===== src/logic/rpc_pkg.sv =====
package rpc_pkg;

    // ------------------------------------------------------------------
    // Timing
    // ------------------------------------------------------------------
    localparam int unsigned CLK_PERIOD_PS   = 5000;
    localparam int unsigned DEBOUNCE_TIME_US = 10;
    localparam int unsigned DEBOUNCE_CYCLES =
        (DEBOUNCE_TIME_US * 1000 * 1000 + CLK_PERIOD_PS - 1) / CLK_PERIOD_PS;

    // ------------------------------------------------------------------
    // Trim counter
    // ------------------------------------------------------------------
    localparam int unsigned TRIM_W   = 4;
    localparam logic [3:0]  TRIM_MID = 4'h8;
    localparam logic [3:0]  TRIM_MAX = 4'hF;
    localparam logic [3:0]  TRIM_MIN = 4'h0;

    // ------------------------------------------------------------------
    // Level selection, one-hot
    // ------------------------------------------------------------------
    typedef enum logic [3:0] {
        RPC_LVL_TOP  = 4'h1,
        RPC_LVL_RED1 = 4'h2,
        RPC_LVL_RED2 = 4'h4,
        RPC_LVL_AUTO = 4'h8
    } rpc_level_e;

    localparam rpc_level_e LEVEL_RESET = RPC_LVL_RED2;
    localparam int unsigned N_REMOTE   = 8;

    // Index of each remote grounded input in the debounce bank
    localparam int unsigned IDX_SEL_TOP  = 0;
    localparam int unsigned IDX_SEL_RED1 = 1;
    localparam int unsigned IDX_SEL_RED2 = 2;
    localparam int unsigned IDX_SEL_AUTO = 3;
    localparam int unsigned IDX_TRIM_UP  = 4;
    localparam int unsigned IDX_TRIM_DN  = 5;
    localparam int unsigned IDX_INHIBIT  = 6;
    localparam int unsigned IDX_ALM_RST  = 7;

    typedef struct packed {
        logic top;
        logic red1;
        logic red2;
        logic autom;
    } rpc_status_s;

    typedef struct packed {
        logic ovv;
        logic weak_drive;
    } rpc_alarm_s;

endpackage


===== src/logic/rpc_top.sv =====
// Overview of operation
// RULE_01: Grounded top select picks top preset, lamp on, only its status sinks.
// RULE_02: Grounded first reduced select picks that preset; only its status sinks.
// RULE_03: Grounded second reduced select picks that preset; only its status sinks.
// RULE_04: Grounded auto select lights auto lamp; only auto status sinks.
// RULE_05: Auto mode uses external controller level, zero if none fitted.
// RULE_06: Momentary select is held until a different selection arrives.
// RULE_07: From mid, seven increase closures raise output; further ones ignored.
// RULE_08: From top, fifteen decrease closures lower output; then ignored at bottom.
// RULE_09: Drive off then on recentres trim; fifteen plus seven reaches mid.
// RULE_10: Held inhibit blocks modulator drive at once; output zero.
// RULE_11: Released inhibit restores selected level at once, no reset needed.
// RULE_12: Overvoltage forces output near zero while the fault lasts.
// RULE_13: Overvoltage sinks both overvoltage and weak-drive remote alarms.
// RULE_14: Fault clear restores output and opens remote alarms, no reset.
// RULE_15: Overvoltage and weak-drive lamps light and stay lit after clear.
// RULE_16: Latched lamps clear only on alarm-reset press and release.
// RULE_17: Drive-off command stops power stage; drive-on restores selected level.
// RULE_18: Trim is sixteen-step saturating counter, reset eight, one step per closure.
// RULE_19: Remote inputs are synchronised, debounced, acted on once per closure.
// RULE_20: Remote select and trim accepted only with selector in remote.
`timescale 1ns/1ps
module rpc_top #(
    parameter int unsigned LEVEL_W       = 8,
    parameter int unsigned STABLE_CYCLES = rpc_pkg::DEBOUNCE_CYCLES
) (
    input  wire logic               clk_in,
    input  wire logic               rst_n_in,
    // Remote grounded inputs, low while closed
    input  wire logic               sel_top_n_in,
    input  wire logic               sel_red1_n_in,
    input  wire logic               sel_red2_n_in,
    input  wire logic               sel_auto_n_in,
    input  wire logic               trim_up_in,
    input  wire logic               trim_down_in,
    input  wire logic               inhibit_n_in,
    input  wire logic               alarm_reset_n_in,
    // Control inputs
    input  wire logic               remote_mode_in,
    input  wire logic               drive_stage_off_button_in,
    input  wire logic               drive_stage_on_button_in,
    input  wire logic               overvoltage_in,
    input  wire logic               auto_fitted_in,
    input  wire logic [LEVEL_W-1:0] auto_level_in,
    input  wire logic [LEVEL_W-1:0] preset_top_in,
    input  wire logic [LEVEL_W-1:0] preset_red1_in,
    input  wire logic [LEVEL_W-1:0] preset_red2_in,
    // Outputs
    output logic [LEVEL_W-1:0]      power_level_out,
    output logic [3:0]              trim_pos_out,
    output logic                    drive_stage_on_out,
    output logic                    modulator_enable_out,
    output rpc_pkg::rpc_status_s    level_lamp_out,
    output rpc_pkg::rpc_status_s    level_status_oe_out,
    output rpc_pkg::rpc_alarm_s     alarm_lamp_out,
    output rpc_pkg::rpc_alarm_s     alarm_remote_oe_out
);

    // ------------------------------------------------------------------
    // Input conditioning
    // ------------------------------------------------------------------
    logic [rpc_pkg::N_REMOTE-1:0] pins_n;
    logic [rpc_pkg::N_REMOTE-1:0] held;
    logic [rpc_pkg::N_REMOTE-1:0] press;
    logic [rpc_pkg::N_REMOTE-1:0] rel;

    // Trim pins are grounded closures like the rest
    assign pins_n = {alarm_reset_n_in, inhibit_n_in, trim_down_in, trim_up_in,
                     sel_auto_n_in, sel_red2_n_in, sel_red1_n_in, sel_top_n_in};

    genvar gi;
    generate
        for (gi = 0; gi < rpc_pkg::N_REMOTE; gi++) begin : g_in
            rpc_sync #(
                .STABLE_CYCLES (STABLE_CYCLES)
            ) u_sync (
                .clk_in      (clk_in),
                .rst_n_in    (rst_n_in),
                .pin_n_in    (pins_n[gi]),
                .level_out   (held[gi]),
                .press_out   (press[gi]),
                .release_out (rel[gi])
            ); // RULE_19
        end
    endgenerate

    // ------------------------------------------------------------------
    // State
    // ------------------------------------------------------------------
    typedef struct packed {
        logic [1:0]         rm;
        logic [1:0]         ovs;
        logic [1:0]         offs;
        logic [1:0]         ons;
        logic               off_d;
        logic               on_d;
        rpc_pkg::rpc_level_e level;
        logic               stage_on;
        logic               ovv_lamp;
        logic               weak_lamp;
        logic [LEVEL_W-1:0] power;
        logic               mod_en;
        logic [3:0]         lamps;
        logic [1:0]         alarm_oe;
        logic [3:0]         trim;
    } rpc_top_s;

    rpc_top_s st_r;
    rpc_top_s st_nxt;

    logic       remote;
    logic       ovv;
    logic       off_edge;
    logic       on_edge;
    logic       recentre;
    logic [3:0] trim_pos;

    assign remote   = st_r.rm[1];
    assign ovv      = st_r.ovs[1];
    assign off_edge = st_r.offs[1] & ~st_r.off_d;
    assign on_edge  = st_r.ons[1] & ~st_r.on_d;
    // Recentre when the stage comes back on after being off
    assign recentre = on_edge & ~st_r.stage_on & ~off_edge; // RULE_09

    // ------------------------------------------------------------------
    // Trim
    // ------------------------------------------------------------------
    rpc_trim u_trim (
        .clk_in      (clk_in),
        .rst_n_in    (rst_n_in),
        .recentre_in (recentre),
        .up_in       (press[rpc_pkg::IDX_TRIM_UP] & remote),  // RULE_20
        .down_in     (press[rpc_pkg::IDX_TRIM_DN] & remote),  // RULE_20
        .pos_out     (trim_pos)
    );

    // ------------------------------------------------------------------
    // Next state
    // ------------------------------------------------------------------
    logic [LEVEL_W-1:0] base;
    logic               blocked;

    always_comb begin
        st_nxt       = st_r;
        st_nxt.rm    = {st_r.rm[0], remote_mode_in};
        st_nxt.ovs   = {st_r.ovs[0], overvoltage_in};
        st_nxt.offs  = {st_r.offs[0], drive_stage_off_button_in};
        st_nxt.ons   = {st_r.ons[0], drive_stage_on_button_in};
        st_nxt.off_d = st_r.offs[1];
        st_nxt.on_d  = st_r.ons[1];

        // Later press of a different select wins; lowest index first if tied
        if (remote) begin // RULE_20
            if (press[rpc_pkg::IDX_SEL_TOP]) begin
                st_nxt.level = rpc_pkg::RPC_LVL_TOP; // RULE_01
            end else if (press[rpc_pkg::IDX_SEL_RED1]) begin
                st_nxt.level = rpc_pkg::RPC_LVL_RED1; // RULE_02
            end else if (press[rpc_pkg::IDX_SEL_RED2]) begin
                st_nxt.level = rpc_pkg::RPC_LVL_RED2; // RULE_03
            end else if (press[rpc_pkg::IDX_SEL_AUTO]) begin
                st_nxt.level = rpc_pkg::RPC_LVL_AUTO; // RULE_04
            end
        end // RULE_06

        // Off wins if both arrive together
        if (off_edge) begin
            st_nxt.stage_on = 1'b0; // RULE_17
        end else if (on_edge) begin
            st_nxt.stage_on = 1'b1; // RULE_17
        end

        // Lamps latch; set wins over the reset release
        if (rel[rpc_pkg::IDX_ALM_RST]) begin
            st_nxt.ovv_lamp  = 1'b0; // RULE_16
            st_nxt.weak_lamp = 1'b0; // RULE_16
        end
        if (ovv) begin
            st_nxt.ovv_lamp  = 1'b1; // RULE_15
            st_nxt.weak_lamp = 1'b1; // RULE_15
        end

        unique case (st_r.level)
            rpc_pkg::RPC_LVL_TOP:  base = preset_top_in;
            rpc_pkg::RPC_LVL_RED1: base = preset_red1_in;
            rpc_pkg::RPC_LVL_RED2: base = preset_red2_in;
            rpc_pkg::RPC_LVL_AUTO: base = auto_fitted_in ? auto_level_in : '0; // RULE_05
            default:               base = '0;
        endcase

        // Next stage state, so power drops in the cycle the stage reports off
        blocked = held[rpc_pkg::IDX_INHIBIT] | ovv | ~st_nxt.stage_on; // RULE_10 RULE_12 RULE_17

        // Trim is reported separately; the analog stage applies the step
        st_nxt.power    = blocked ? '0 : base; // RULE_11 RULE_14
        st_nxt.mod_en   = ~held[rpc_pkg::IDX_INHIBIT] & ~ovv; // RULE_10 RULE_11
        st_nxt.lamps    = st_r.level;
        st_nxt.alarm_oe = {ovv, ovv}; // RULE_13 RULE_14
        st_nxt.trim     = trim_pos;
    end

    always_ff @(posedge clk_in or negedge rst_n_in) begin
        if (!rst_n_in) begin
            st_r          <= '0;
            st_r.level    <= rpc_pkg::LEVEL_RESET;
            st_r.stage_on <= 1'b1;
            st_r.lamps    <= rpc_pkg::LEVEL_RESET;
            st_r.trim     <= rpc_pkg::TRIM_MID; // RULE_18
        end else begin
            st_r <= st_nxt;
        end
    end

    // ------------------------------------------------------------------
    // Outputs
    // ------------------------------------------------------------------
    assign power_level_out      = st_r.power;
    assign trim_pos_out         = st_r.trim;
    assign drive_stage_on_out   = st_r.stage_on;
    assign modulator_enable_out = st_r.mod_en;
    // Status sinks (oe high) exactly for the selected level
    assign level_lamp_out       = rpc_pkg::rpc_status_s'({st_r.lamps[0], st_r.lamps[1],
                                                          st_r.lamps[2], st_r.lamps[3]});
    assign level_status_oe_out  = rpc_pkg::rpc_status_s'({st_r.lamps[0], st_r.lamps[1],
                                                          st_r.lamps[2], st_r.lamps[3]});
    assign alarm_lamp_out       = rpc_pkg::rpc_alarm_s'({st_r.ovv_lamp, st_r.weak_lamp});
    assign alarm_remote_oe_out  = rpc_pkg::rpc_alarm_s'(st_r.alarm_oe);

endmodule


===== src/logic/rpc_sync.sv =====
`timescale 1ns/1ps
// Two-flop synchroniser plus debounce; press pulses on a settled closure
module rpc_sync #(
    parameter int unsigned STABLE_CYCLES = rpc_pkg::DEBOUNCE_CYCLES
) (
    input  wire logic clk_in,
    input  wire logic rst_n_in,
    input  wire logic pin_n_in,
    output logic      level_out,
    output logic      press_out,
    output logic      release_out
);
    typedef struct packed {
        logic        s1;
        logic        s2;
        logic        level;
        logic        press;
        logic        rel;
        logic [31:0] cnt;
    } rpc_sync_s;

    rpc_sync_s st_r;
    rpc_sync_s st_nxt;

    always_comb begin
        st_nxt       = st_r;
        st_nxt.s1    = ~pin_n_in;
        st_nxt.s2    = st_r.s1;
        st_nxt.press = 1'b0;
        st_nxt.rel   = 1'b0;
        if (st_r.s2 == st_r.level) begin
            st_nxt.cnt = 32'h0;
        end else if (st_r.cnt >= STABLE_CYCLES - 1) begin
            st_nxt.cnt   = 32'h0;
            st_nxt.level = st_r.s2;
            st_nxt.press = st_r.s2;
            st_nxt.rel   = ~st_r.s2;
        end else begin
            st_nxt.cnt = st_r.cnt + 32'h1;
        end
    end

    always_ff @(posedge clk_in or negedge rst_n_in) begin
        if (!rst_n_in) begin
            st_r <= '0;
        end else begin
            st_r <= st_nxt;
        end
    end

    assign level_out   = st_r.level;
    assign press_out   = st_r.press;
    assign release_out = st_r.rel;
endmodule


===== src/logic/rpc_trim.sv =====
`timescale 1ns/1ps
// Saturating trim position
module rpc_trim (
    input  wire logic        clk_in,
    input  wire logic        rst_n_in,
    input  wire logic        recentre_in,
    input  wire logic        up_in,
    input  wire logic        down_in,
    output logic [3:0]       pos_out
);
    typedef struct packed {
        logic [3:0] pos;
    } rpc_trim_s;

    rpc_trim_s st_r;
    rpc_trim_s st_nxt;

    always_comb begin
        st_nxt = st_r;
        if (recentre_in) begin
            st_nxt.pos = rpc_pkg::TRIM_MID; // RULE_09
        end else if (up_in && !down_in && st_r.pos != rpc_pkg::TRIM_MAX) begin
            st_nxt.pos = st_r.pos + 4'h1; // RULE_07
        end else if (down_in && !up_in && st_r.pos != rpc_pkg::TRIM_MIN) begin
            st_nxt.pos = st_r.pos - 4'h1; // RULE_08
        end
    end

    always_ff @(posedge clk_in or negedge rst_n_in) begin
        if (!rst_n_in) begin
            st_r.pos <= rpc_pkg::TRIM_MID; // RULE_18
        end else begin
            st_r <= st_nxt;
        end
    end

    assign pos_out = st_r.pos;
endmodule


===== config.mk =====
export PLATFORM = sky130hd
export DESIGN_NAME = rpc_top
export DESIGN_NICKNAME = d
export VERILOG_FILES = /design/src/logic/rpc_pkg.sv /design/src/logic/rpc_top.sv /design/src/logic/rpc_sync.sv /design/src/logic/rpc_trim.sv
export SDC_FILE = /design/constraint.sdc
export NUM_CORES = 1
export LEC_CHECK = 0
export BUFFER_PORTS_ARGS = -buffer_cell sky130_fd_sc_hd__buf_2
export CAP_MARGIN = 5
export CORE_AREA = 5 5 144 160
export CTS_CLUSTER_DIAMETER = 40
export DETAILED_ROUTE_END_ITERATION = 7
export DIE_AREA = 0 0 149 165
export GPL_TIMING_DRIVEN = 0
export PLACE_DENSITY = 0.72
export SKIP_CTS_REPAIR_TIMING = 1
export SYNTH_ARGS = -nofsm -noshare
export SYNTH_HDL_FRONTEND = slang
export SYNTH_SLANG_ARGS = --single-unit

===== constraint.sdc =====
create_clock -name clk_in -period 3.29 [get_ports clk_in]
set_input_delay 0.329 -clock clk_in [delete_from_list [all_inputs] [get_ports clk_in]]
set_output_delay 0.329 -clock clk_in [all_outputs]
set_load 0.1 [all_outputs]

==> reports/metrics.csv <==
metric,value,unit
status,completed,
clk root buf,clkbuf_16,
Crit Path Class,reg2reg,
Synth Area in Compound Gates,3.04,%
dominant cell type by area after synthesis,dfrtp_1,
CP Capture Type,flip-flop,
M3 GR Usage,3.68,%
largest net degree at the start of global routing,96,
clock-pin slew on the worst setup and hold paths,0.06,ns
GRT met1 Usage,19.4,%
Yosys top cell area share,70.0,%
io pins,73,
Rel. slew slack,44.6,%
clock sink total,325,
Synth Area in Simple Gates,14.6,%
clk_lat worst skew,0.51,ns
diodes inserted,0,
synth unique cells,57,
FP Rows,56,
Worst Path Arrival,2.75,ns
fin area,0.0142,sq mm
Crit Path Max Fanout,6,
Seq. cell area,0.00814,sq mm
met2 Use GR,27.0,%
port bufs,72,
"top cells by count, synth","320 x dfrtp_1, 86 x nor2_1, 46 x xnor2_1",
Post-DP HPWL,11400,microns
RSZ-0062 raised after global routing,no,
clk buf depth,3,
worst r2r src,u_trim.pos_out[1],
GPL Wtd Cong,0.739,
Post-Synth Adder-Cell Area,1.27,%
Hold Crit Depth,3,
combinational family with the most area after synthesis,simple AND/OR/NAND/NOR gates,
hold wc startpoint,preset_red2_in[5],
Die X,149,microns
layer carrying the most global-route usage,met2,
mux contribution to synthesized area,0.962,%
Hold Path End,power_level_out[5],
DP Area,0.0129,sq mm
vias per cell,4.62,
H-tree depth,2,
routed length per instance,12.6,microns
# DRC,0,
Post-Syn Area,0.0114,sq mm
"delay-heaviest family, CP",simple AND/OR/NAND/NOR gates,
"Seq/Total Area, Yosys",71.1,%
crit-path cells,and4_1 -> nor3_2 -> inv_1 -> ha_1 -> a21o_1 -> a21oi_1 -> xnor2_1 -> o21ai_0 -> or3b_1,
layout cells sized above 1,18.3,%
Tightest Hold Check Type,in2reg,
drt first pass iters,4,
Floorplan Core Area,0.0212,sq mm
vias,6633,
Die Ht,165,microns
grt ovf,0,
Leakage,6.69,nW
fin crit share,70.6,%
1st-iter DRT viols,196,
GR Util All Layers,15.6,%
fraction of registers with async set or reset after synthesis,100,%
Fill cells,1552,
pwr/cell area,644,mW/mm^2
Max Freq,0.431,GHz
Area Growth Syn to Fin,24.4,%
mean post-synth cell area,13.9,sq um
"wirelength, routed",18000,microns
post-route ant nets,0,
Yosys reg bits,325,
CTS tree,yes,
R2R cell count,9,
DIE AREA,0.0246,sq mm
Final #Nets,1175,
CP bufs+invs,1,
Most used DFF post-synth,dfrtp_1,
Post-Synth XOR/XNOR Area,6.43,%
Setup TNS Final,0,ns
Yosys warnings,0,
crit-path max cell delay,0.44,ns
critical path launch point type,flip-flop,
clk_skew,0.0191,ns
Synth Instances,823,
Final Setup Violations,0,
CP required,3.71,ns
Post-synth EDFFs,0,
most common cell in the synthesized netlist,dfrtp_1,
"top cells by area, synth","dfrtp_1 70%, xnor2_1 3.5%, xor2_1 2.9%, nor2_1 2.8%, and3_1 2.2%",
initial antenna violation count,0,
flop2flop setup slack,0.97,ns
Worst Tran Pin Value,0.823,ns
vias in the first global route,6960,
CP max-delay cell,dfrtp_1,
Starting Density,54.1,%
CTS Buf Count,37,
multi-input logic area,0.00364,sq mm
first-pass GRT wire length,31700,microns
maximum VDD drop,0.383,mV
reg2reg end,u_trim.pos_out[3],
final hold violation count,0,
maxcap violations,0,
final worst path period need,2.32,ns
max-slew violations,0,
cell usage in the layout (no fill, tap or decap), drive strengths merged, types with 26 or more instances in the layout:
| master | count |
|---|---|
| and3 | 41 |
| nand3 | 34 |
| xor2 | 38 |
| buf | 102 |
| dfrtp | 320 |
| nor2 | 106 |
| nor3 | 26 |
| clkbuf | 49 |
| nor4 | 32 |
| xnor2 | 46 |
| conb | 168 |
registers in the layout, indices dropped and copies added, names as in the netlist:
register and count:
alarm_lamp_out 1, alarm_remote_oe_out 1, drive_stage_on_out 1, g_in.u_sync.level_out 8, g_in.u_sync.press_out 6, g_in.u_sync.release_out 1
g_in.u_sync.st_nxt 8, g_in.u_sync.st_r 264, level_lamp_out 4, modulator_enable_out 1, ovv 1, power_level_out 8
remote 1, st_nxt 10, st_r 2, trim_pos_out 4, u_trim.pos_out 4
cell families (layout without fill, tap and decap cells):
group | Yosys count | in the layout
DFF | 325 | 325
and+or+nand+nor | 300 | 300
buffers and inverters | 49 | 204
other | 1 | 168
xor gates and xnor gates | 84 | 84
muxes | 10 | 10
AOI/OAI and AO/OA | 43 | 43
adders and majority gates | 11 | 11
metal layers:
layer,wire (microns),part of all wire [%],up-vias
met5,0,0,-
met4,429,2.4,0
met3,897,5.0,42
met2,9060,50,129
met1,7640,42,3245
li1,-,-,3217
power by group:
| group | switching (mW) | internal, mW | leakage [nW] |
|---|---|---|---|
| Combinational | 0.596 | 0.234 | 2.08 |
| Sequential | 0.121 | 4.21 | 4.02 |
| Clock | 1.61 | 2.40 | 0.589 |
| Total | 2.32 | 6.84 | 6.69 |
worst reg2reg max path: cells and delay by family (launching register included):
kind / cells / cell delay, ns
DFF: 1 / 0.44
AOI/OAI and AO/OA: 3 / 0.48
buffers and inverters: 1 / 0.12
xor gates and xnor gates: 1 / 0.10
adders and majority gates: 1 / 0.29
and+or+nand+nor: 3 / 0.81
metrics by stage:
stage	power [mW]	cells	util, %	hold slack (ns)	worst slack [ns]
after floorplan	4.97	990	-	0.0334	1.14
after global placement	5.19	1352	60.4	0.334	-3.90
after detailed placement	5.22	1355	60.9	0.273	0.973
after CTS	9.27	1422	66.6	-0.270	0.963
after global routing	9.55	1435	67.2	0.102	0.800
final	9.16	1435	67.2	0.0965	0.969
worst max path at each step:
stage	start	endpoint	slack [ns]	cells past startpoint
3_5_place_dp	u_trim.pos_out[2]	u_trim.pos_out[3]	0.97	9
5_1_grt	u_trim.pos_out[1]	u_trim.pos_out[3]	0.80	9
6_report	u_trim.pos_out[1]	u_trim.pos_out[3]	0.97	9
4_1_cts	u_trim.pos_out[1]	u_trim.pos_out[3]	0.96	9
3_3_place_gp	rst_n_in	g_in[3].u_sync.st_r[16]	-3.90	1
2_1_floorplan	u_trim.pos_out[1]	u_trim.pos_out[3]	1.14	9
layout make-up:
| type | count | share of cell area (%) |
|---|---|---|
| sequential | 325 | 57.2 |
| timing repair buffer | 88 | 4.10 |
| clock buffer | 45 | 6.86 |
| multi-input combinational | 616 | 25.6 |
| buffer | 31 | 1.57 |
| clock inverter | 22 | 1.69 |
| inverter | 18 | 0.475 |
| tap | 290 | 2.55 |
No activity file was read; power rests on OpenSTA's default activity.
